===== config.mk =====
export PLATFORM = sky130hd
export DESIGN_NAME = can_wake_pattern_filter
export DESIGN_NICKNAME = d
export VERILOG_FILES = /design/src/design/can_wake_pkg.sv /design/src/design/can_wake_pattern_filter.sv
export VERILOG_INCLUDE_DIRS = /design/src /design/src/design
export SDC_FILE = /design/constraint.sdc
export NUM_CORES = 1
export LEC_CHECK = 0
export BUFFER_PORTS_ARGS = -buffer_cell sky130_fd_sc_hd__buf_4
export CAP_MARGIN = 20
export CORE_MARGIN = 1.5
export CORE_UTILIZATION = 50
export DETAILED_ROUTE_END_ITERATION = 10
export GPL_TIMING_DRIVEN = 0
export PLACE_DENSITY_LB_ADDON = 0.2
export SKIP_LAST_GASP = 1
export SLEW_MARGIN = 20
export SYNTH_ARGS = -nofsm -noshare
export SYNTH_HDL_FRONTEND = slang
export SYNTH_SLANG_ARGS = --single-unit

===== constraint.sdc =====
create_clock -name core_clk -period 4.9 [get_ports core_clk]
set_input_delay 0.735 -clock core_clk [delete_from_list [all_inputs] [get_ports core_clk]]
set_output_delay 0.735 -clock core_clk [all_outputs]
set_load 0.03 [all_outputs]

===== src/design/can_wake_map.svh =====
// Register offsets, write masks, reset values and timing for the CAN wake block
`ifndef CAN_WAKE_MAP_SVH
`define CAN_WAKE_MAP_SVH

`define PN_BITRATE_OFS 8'h26
`define PN_IDENT0_OFS 8'h27
`define PN_IDENT1_OFS 8'h28
`define PN_IDENT2_OFS 8'h29
`define PN_IDENT3_OFS 8'h2a
`define PN_MASK0_OFS 8'h2b
`define PN_MASK1_OFS 8'h2c
`define PN_MASK2_OFS 8'h2d
`define PN_MASK3_OFS 8'h2e

`define PN_BITRATE_RESET 8'h05
`define PN_IDENT_RESET 8'h00
`define PN_MASK_RESET 8'h00

`define PN_BITRATE_WMASK 8'h07
`define PN_BYTE3_WMASK 8'h1f
`define PN_FULL_WMASK 8'hff

`define CLK_PERIOD_NS 25
`define PHASE_FILTER_TIME_NS 1000
`define PATTERN_WINDOW_TIME_NS 1000000
`define PHASE_FILTER_CYCLES ((`PHASE_FILTER_TIME_NS + `CLK_PERIOD_NS - 1) / `CLK_PERIOD_NS)
`define PATTERN_WINDOW_CYCLES (`PATTERN_WINDOW_TIME_NS / `CLK_PERIOD_NS)

`endif


===== src/design/can_wake_pkg.sv =====
// Types shared by the CAN wake pattern and identifier filter block
package can_wake_pkg;

  typedef enum logic [2:0] {
    RATE_50 = 3'h0,
    RATE_100 = 3'h1,
    RATE_125 = 3'h2,
    RATE_250 = 3'h3,
    RATE_500 = 3'h5,
    RATE_1000 = 3'h7
  } pn_rate_t;

  typedef enum logic [2:0] {
    ST_IDLE = 3'b001,
    ST_FIRST_DOM = 3'b010,
    ST_GAP_REC = 3'b100
  } wake_state_t;

  typedef struct packed {
    logic sel;
    logic write;
    logic len_ok;
    logic target_ro;
    logic [7:0] addr;
    logic [7:0] wdata;
    logic [2:0] mode;
  } spi_cmd_t;

  typedef struct packed {
    logic extended;
    logic [28:0] ident;
    logic [28:0] mask;
  } frame_filter_t;

endpackage


===== src/design/can_wake_pattern_filter.sv =====
// CAN wake pattern detector, host command wake and partial networking config registers
`include "can_wake_map.svh"

module can_wake_pattern_filter
  import can_wake_pkg::*;
#(
  parameter int unsigned FILTER_CYCLES = `PHASE_FILTER_CYCLES,
  parameter int unsigned WINDOW_CYCLES = `PATTERN_WINDOW_CYCLES
) (
  input wire logic core_clk,
  input wire logic nrst,
  // Bus comparator, dominant high, asynchronous
  input wire logic bus_dominant,
  // Mode and control bits kept elsewhere
  input wire logic transceiver_lowpower_standby,
  input wire logic sleep_mode,
  input wire logic bus_wake_enable,
  input wire logic selective_wake_enable,
  input wire logic extended_format_select,
  input wire logic cfg_confirm_set,
  input wire logic other_pn_cfg_write,
  input wire logic bus_wake_status_clear,
  input wire logic wake_frame_valid,
  // Host command side
  input wire logic lowpower_mode,
  input wire logic logic_supply_on,
  input wire logic spi_enabled,
  input wire spi_cmd_t cmd,
  output logic [7:0] reg_rdata,
  output logic spi_wake,
  output logic [2:0] spi_wake_mode,
  output logic cmd_fault_event,
  // Wake results
  output logic bus_wake_status,
  output logic rxd_force_low,
  output logic bias_on,
  output logic standby_request,
  output logic selective_cfg_confirmed,
  output pn_rate_t bitrate_select_field,
  output frame_filter_t frame_filter
);

  localparam logic [19:0] FILTER_LIM = 20'(FILTER_CYCLES - 1);
  localparam logic [19:0] WINDOW_LIM = 20'(WINDOW_CYCLES - 1);
  localparam int unsigned NUM_REGS = 9;

  // Rate decode; reserved codes fall to 500
  function automatic pn_rate_t rate_decode(input logic [2:0] code);
    pn_rate_t r;
    unique case (code)
      3'h0: r = RATE_50;
      3'h1: r = RATE_100;
      3'h2: r = RATE_125;
      3'h3: r = RATE_250;
      3'h7: r = RATE_1000;
      default: r = RATE_500;
    endcase
    return r;
  endfunction

  // Assemble a 29-bit comparison word from four bytes
  function automatic logic [28:0] ident_build(
    input logic ext,
    input logic [7:0] b0,
    input logic [7:0] b1,
    input logic [7:0] b2,
    input logic [7:0] b3,
    input logic fill
  );
    logic [28:0] w;
    if (ext) begin
      w = {b3[4:0], b2[7:2], b2[1:0], b1, b0};
    end else begin
      w = {{18{fill}}, b3[4:0], b2[7:2]};
    end
    return w;
  endfunction

  // Writable bits per register index
  function automatic logic [7:0] write_mask(input logic [3:0] idx);
    logic [7:0] m;
    unique case (idx)
      4'h0: m = `PN_BITRATE_WMASK;
      4'h4: m = `PN_BYTE3_WMASK;
      4'h8: m = `PN_BYTE3_WMASK;
      default: m = `PN_FULL_WMASK;
    endcase
    return m;
  endfunction

  // Register array, index 0 is the rate register
  logic [7:0] pn_reg [0:NUM_REGS-1];

  // Address decode of the host command
  wire logic [7:0] addr_diff;
  wire logic [3:0] reg_idx;
  wire logic reg_hit;
  wire logic cmd_ok;
  wire logic cmd_bad;
  wire logic reg_wr;
  wire logic reg_rd;
  assign addr_diff = cmd.addr - `PN_BITRATE_OFS;
  assign reg_idx = addr_diff[3:0];
  assign reg_hit = (cmd.addr >= `PN_BITRATE_OFS) && (cmd.addr <= `PN_MASK3_OFS);
  assign cmd_bad = cmd.sel & (~cmd.len_ok | (cmd.write & cmd.target_ro));
  assign cmd_ok = cmd.sel & ~cmd_bad;
  assign reg_wr = cmd_ok & cmd.write & reg_hit;
  assign reg_rd = cmd_ok & ~cmd.write & reg_hit;

  // Host command wake qualification
  // Any non-faulty command wakes in low-power mode with logic supply and SPI on, whatever address it carries
  wire logic cmd_wake;
  assign cmd_wake = cmd_ok & lowpower_mode & logic_supply_on & spi_enabled;

  // Reserved bits never stored, so they read back zero
  // Writes to unmapped offsets are dropped without a fault
  always_ff @(posedge core_clk or negedge nrst) begin
    if (!nrst) begin
      pn_reg[0] <= `PN_BITRATE_RESET;
      for (int i = 1; i < 5; i++) begin
        pn_reg[i] <= `PN_IDENT_RESET;
      end
      for (int i = 5; i < NUM_REGS; i++) begin
        pn_reg[i] <= `PN_MASK_RESET;
      end
    end else if (reg_wr) begin
      pn_reg[reg_idx] <= cmd.wdata & write_mask(reg_idx);
    end
  end

  // Read data registered; misses answer zero
  always_ff @(posedge core_clk or negedge nrst) begin
    if (!nrst) begin
      reg_rdata <= 8'h00;
    end else if (cmd.sel) begin
      reg_rdata <= reg_rd ? pn_reg[reg_idx] : 8'h00;
    end
  end

  // Command wake and fault pulses
  always_ff @(posedge core_clk or negedge nrst) begin
    if (!nrst) begin
      spi_wake <= 1'b0;
      spi_wake_mode <= 3'h0;
      cmd_fault_event <= 1'b0;
    end else begin
      spi_wake <= cmd_wake;
      cmd_fault_event <= cmd_bad;
      if (cmd_wake) begin
        spi_wake_mode <= cmd.mode;
      end
    end
  end

  // Confirmed flag; a set in the same cycle as a write wins
  wire logic cfg_write;
  logic next_cfg_confirmed;
  assign cfg_write = reg_wr | other_pn_cfg_write;
  always_comb begin
    next_cfg_confirmed = selective_cfg_confirmed;
    if (cfg_write) begin
      next_cfg_confirmed = 1'b0;
    end
    if (cfg_confirm_set) begin
      next_cfg_confirmed = 1'b1;
    end
  end

  always_ff @(posedge core_clk or negedge nrst) begin
    if (!nrst) begin
      selective_cfg_confirmed <= 1'b0;
    end else begin
      selective_cfg_confirmed <= next_cfg_confirmed;
    end
  end

  // Rate decode registered so the matcher never sees a half-written code
  always_ff @(posedge core_clk or negedge nrst) begin
    if (!nrst) begin
      bitrate_select_field <= RATE_500;
    end else begin
      bitrate_select_field <= rate_decode(pn_reg[0][2:0]);
    end
  end

  // Decoded views for the frame matcher, registered
  always_ff @(posedge core_clk or negedge nrst) begin
    if (!nrst) begin
      frame_filter <= '0;
    end else begin
      frame_filter.extended <= extended_format_select;
      frame_filter.ident <= ident_build(extended_format_select,
        pn_reg[1], pn_reg[2], pn_reg[3], pn_reg[4], 1'b0);
      // Unused upper bits of a standard mask are don't-care
      frame_filter.mask <= ident_build(extended_format_select,
        pn_reg[5], pn_reg[6], pn_reg[7], pn_reg[8], 1'b1);
    end
  end

  // Two-stage synchroniser on the bus comparator
  // Both stages reset recessive, so release shows no false edge
  logic bus_meta;
  logic bus_sync;
  always_ff @(posedge core_clk or negedge nrst) begin
    if (!nrst) begin
      bus_meta <= 1'b0;
      bus_sync <= 1'b0;
    end else begin
      bus_meta <= bus_dominant;
      bus_sync <= bus_meta;
    end
  end

  // Level filter: a level counts only after it stands a full filter time
  logic bus_filt;
  logic [19:0] filt_cnt;
  wire logic filt_differs;
  wire logic filt_flip;
  wire logic dom_start;
  wire logic rec_start;
  assign filt_differs = bus_sync != bus_filt;
  assign filt_flip = filt_differs && (filt_cnt == FILTER_LIM);
  assign dom_start = filt_flip & bus_sync;
  assign rec_start = filt_flip & ~bus_sync;

  // Any short interval restarts the count, so it is never seen
  always_ff @(posedge core_clk or negedge nrst) begin
    if (!nrst) begin
      bus_filt <= 1'b0;
      filt_cnt <= 20'h00000;
    end else if (!filt_differs || filt_flip) begin
      filt_cnt <= 20'h00000;
      if (filt_flip) begin
        bus_filt <= bus_sync;
      end
    end else begin
      filt_cnt <= filt_cnt + 20'h00001;
    end
  end

  // Detector runs only in low-power standby with bus wake on
  wire logic monitor;
  wire logic plain_wake;
  assign monitor = transceiver_lowpower_standby & bus_wake_enable;
  assign plain_wake = ~selective_wake_enable | ~selective_cfg_confirmed;

  // Pattern state machine and window timer
  wake_state_t state;
  wake_state_t next_state;
  logic [19:0] win_cnt;
  logic pattern_hit;
  wire logic win_expired;
  // Expiry beats a hit that falls in the same cycle
  assign win_expired = win_cnt == WINDOW_LIM;

  // A clamped bus never restarts: a fresh dominant edge is needed
  // Any code that is not one-hot falls back to idle
  always_comb begin
    next_state = state;
    pattern_hit = 1'b0;
    unique case (state)
      ST_IDLE: begin
        if (monitor && dom_start) begin
          next_state = ST_FIRST_DOM;
        end
      end
      ST_FIRST_DOM: begin
        if (!monitor || win_expired) begin
          next_state = ST_IDLE;
        end else if (rec_start) begin
          next_state = ST_GAP_REC;
        end
      end
      ST_GAP_REC: begin
        if (!monitor || win_expired) begin
          next_state = ST_IDLE;
        end else if (dom_start) begin
          next_state = ST_IDLE;
          pattern_hit = 1'b1;
        end
      end
      default: begin
        next_state = ST_IDLE;
      end
    endcase
  end

  always_ff @(posedge core_clk or negedge nrst) begin
    if (!nrst) begin
      state <= ST_IDLE;
    end else begin
      state <= next_state;
    end
  end

  // Window counts from the first qualified dominant level
  always_ff @(posedge core_clk or negedge nrst) begin
    if (!nrst) begin
      win_cnt <= 20'h00000;
    end else if (next_state == ST_IDLE || state == ST_IDLE) begin
      win_cnt <= 20'h00000;
    end else begin
      win_cnt <= win_cnt + 20'h00001;
    end
  end

  // Wake outcomes
  wire logic wake_plain;
  wire logic wake_bias;
  wire logic wake_frame;
  assign wake_plain = pattern_hit & plain_wake;
  assign wake_bias = pattern_hit & ~plain_wake;
  assign wake_frame = bias_on & wake_frame_valid & bus_wake_enable;

  // Bias drops when the transceiver leaves low-power standby or bus wake is disabled
  // Limitation: a frame wake leaves bias on until then
  always_ff @(posedge core_clk or negedge nrst) begin
    if (!nrst) begin
      bias_on <= 1'b0;
    end else if (wake_bias) begin
      bias_on <= 1'b1;
    end else if (!transceiver_lowpower_standby || !bus_wake_enable) begin
      bias_on <= 1'b0;
    end
  end

  // Sticky status; a new wake beats a clear in the same cycle
  always_ff @(posedge core_clk or negedge nrst) begin
    if (!nrst) begin
      bus_wake_status <= 1'b0;
    end else if (wake_plain || wake_frame) begin
      bus_wake_status <= 1'b1;
    end else if (bus_wake_status_clear) begin
      bus_wake_status <= 1'b0;
    end
  end

  // Receive pin held low while the wake is pending
  assign rxd_force_low = bus_wake_status;

  // One-cycle request to leave Sleep for Standby
  always_ff @(posedge core_clk or negedge nrst) begin
    if (!nrst) begin
      standby_request <= 1'b0;
    end else begin
      standby_request <= sleep_mode & (wake_plain | wake_frame);
    end
  end

endmodule


==> impl_metrics.csv <==
group,metric,value,unit
synthesis,synth_flop_cell,"dfrtp_1",
cts,clk_pin_slew,0.07,ns
layout,seq_area,4940,um2
cts,htree_levels,4,
cts,insertion_delay,0.43,ns
timing,fin_crit_sh,0.513,
cts,cts_sinks,197,
global_routing,antenna_found_initial,0,
worst_setup_path,cp-start-kind,"register",
global_routing,first_global_vias,5903,
worst_setup_path,end_kind,"register",
pwr,peakVddDrop,0.217,mV
floorplan,fp.dieH,134,um
placement,dp_cells,990,
synthesis,ys_async_sr_fraction,1.00,
pwr,power_density,315,nW/um2
synthesis,synthCells,652,
floorplan,fp.coreArea,16600,um2
pwr,power_frac_clock,0.420,
timing,maxSlewViolCount,0,
cts,post-cts-setup-buffer-count,0,
worst_setup_path,r2r_end,"filt_cnt[14]",
layout,area.growth.synth_to_final,20.7,%
worst_setup_path,critPathMaxFanout,10,
global_routing,met3_usage,0.0540,
layout,diodes,0,
layout,mostFrequentLayoutCells,"192 x dfrtp_1, 118 x buf_4, 86 x mux2_2, 55 x nor2_1, 28 x nand2_1",
worst_setup_path,crit_arrival,2.82,ns
cts,cts_tree,"yes",
timing,finalSetupViolCount,0,
synthesis,synthesis.area,8540,um2
layout,fin_nets,830,
pwr,internal_power,2440,uW
floorplan,num_rows,47,
cts,root_buffer,"clkbuf_16",
placement,place_area,9730,um2
floorplan,die_w,134,um
floorplan,die_area,17900,um2
global_routing,grt_pass1_wl,31800,um
pwr,leakage,0.00501,uW
cts,cts_max_path_buffers,2,
routing,drt_first_pass_iters,5,
pwr,swShare,0.251,
cts,post_cts_resized,0,
run_status,status,"completed",
timing,hold_viol,0,
routing,remaining_drc_errors,0,
pwr,p_switching,816,uW
synthesis,yosys.area.top_type,"dfrtp_1",
layout,layout-drive-gt1-share,0.353,
global_routing,grt_usage,0.233,
placement,io_buffers,117,
worst_setup_path,path_class,"reg2reg",
cts,numCtsBuffers,17,
worst_setup_path,critPathRequiredTime,5.21,ns
routing,wirelength,19900,um
routing,ant_nets,0,
synthesis,synth_top_cells_by_area,"dfrtp_1 56%, mux2_2 11%, mux4_1 3.4%",
cts,cts_hold_buf,0,
layout,n_fill_cell,1328,
global_routing,grt_use_met1,0.297,
timing,fmax,398,MHz
min_path,worst_hold_path_type,"in2async",
synthesis,avgSynthCellArea,13.1,um2
synthesis,ys_ff_latch,197,
worst_setup_path,cp.buffers_inverters,2,
global_routing,grt_use_met2,0.390,
timing,clock_skew,0.00928,ns
layout,fin_util,0.620,
timing,worstMarginPinSlew,0.949,ns
synthesis,synth_cell_types,60,
layout,layout_commonest_cell,"dfrtp_1",
synthesis,synth_edf_count,0,
worst_setup_path,critical_path.max_stage_delay,0.49,ns
worst_setup_path,crit_path_top_delay_cell,"nor4bb_1",
floorplan,io_pins,118,
synthesis,ys_warn_count,0,
worst_setup_path,cp_top_family,"simple AND/OR/NAND/NOR gates",
pwr,pwr-share-comb,0.069,
routing,drtIter0Drc,452,
routing,vias_per_cell,5.58,
timing,rsz0062_at_grt,"no",
synthesis,synth_sequential_area_ratio,0.578,
global_routing,grt_max_degree,102,
floorplan,start_util,0.513,
timing,slew_headroom,0.361,
worst_setup_path,r2r_cells,8,
timing,setup-tns-final,0,ns
timing,fin_crit,2.51,ns
layout,design_area,10300,um2
worst_setup_path,worstPathCellList,"ha_1 > clkbuf_1 > nor4bb_1 > nand2_1 > nor3_1 > a21o_1 > buf_2 > nor2_1",
pwr,p_seq_frac,0.511,
run,cap_violations,0,
placement,place.gp.congestion,0.871,
worst_setup_path,regToRegStartpoint,"filt_cnt[0]",
layout,multi_input_area,3440,um2
global_routing,grt.busiest_layer,"met2",
routing,routedWlPerCell,19.5,um
worst_setup_path,r2r_slack,2.39,ns
layout,fin_cells,1022,
layout,largest_reg_flops,72,
synthesis,synth_nets,693,
pwr,power,3250,uW
placement,hpwlAfterDp,13800,um
routing,vias,5704,
synthesis,yosysTopAreaCellShare,0.562,
global_routing,grt_remaining_overflow,0,
## stage by stage
step	worst slack, ns	hold WS [ns]
floorplan	2.53	0.331
global placement	1.89	0.344
detailed placement	2.05	0.340
CTS	2.40	0.352
global route	2.20	0.380
finish	2.39	0.323
## routing by layer
layer | up-vias | wire, um
met2 | 176 | 10100
met1 | 2927 | 8350
met3 | 39 | 870
li1 | 2562 | -
met5 | - | 0
met4 | 0 | 541
## power groups by stage
stage,registers (uW),clock network [uW],logic [uW]
5_1_grt,1670,1460,241
3_3_place_gp,1690,0,215
2_1_floorplan,1730,0,71.1
3_5_place_dp,1700,0,226
6_report,1660,1370,223
4_1_cts,1660,1390,226
## logic make-up (layout without fill, tap and decap cells)
family,count (synthesis),count (layout),synth area share
and+or+nand+nor,247,247,0.165
DFF,197,197,0.578
muxes,108,108,0.170
xor gates and xnor gates,38,38,0.0390
buffers and inverters,33,183,0.0198
AOI/OAI and AO/OA,26,26,0.0242
adders and majority gates,3,3,0.00439
## Yosys cell counts (3+ instances only)
master / number
mux4_2: 5
xnor2_1: 20
nand3_1: 27
nand2_1: 28
nor2b_1: 23
and4_1: 7
ha_1: 3
buf_2: 5
clkbuf_1: 13
dfstp_2: 5
nor2_1: 55
xor2_1: 18
nor3_1: 11
nand2b_1: 23
nor4_1: 7
mux2_4: 5
mux4_1: 11
or3_1: 3
and2_1: 25
nand4_1: 11
a221o_1: 8
mux2_2: 86
o21ai_0: 7
and3_1: 3
dfrtp_1: 192
inv_1: 7
## worst reg2reg max path: stages, from the launching register on
cell and delay [ns]:
dfrtp_1 0.44, ha_1 0.18, clkbuf_1 0.29, nor4bb_1 0.49, nand2_1 0.14, nor3_1 0.37
a21o_1 0.16, buf_2 0.24, nor2_1 0.09
## how the worst max path moves through the flow
stage	startpoint	to	slack, ns	cells past startpoint
after detailed placement	cmd[11]	pn_reg[57]	2.05	6
after global routing	filt_cnt[0]	filt_cnt[14]	2.20	8
after global placement	nrst	frame_filter[32]	1.89	1
after floorplan	cmd[12]	pn_reg[32]	2.53	7
final	filt_cnt[0]	filt_cnt[14]	2.39	8
after CTS	filt_cnt[0]	filt_cnt[14]	2.40	8
## layout make-up
| class | instances | share of cell area |
|---|---|---|
| sequential | 197 | 0.479 |
| multi-input combinational | 422 | 0.333 |
| inverter | 8 | 0.00291 |
| tap | 220 | 0.0267 |
| clock inverter | 12 | 0.0120 |
| buffer | 25 | 0.0135 |
| timing repair buffer | 118 | 0.0886 |
| clock buffer | 20 | 0.0443 |
No activity file was read; power rests on OpenSTA's default activity.
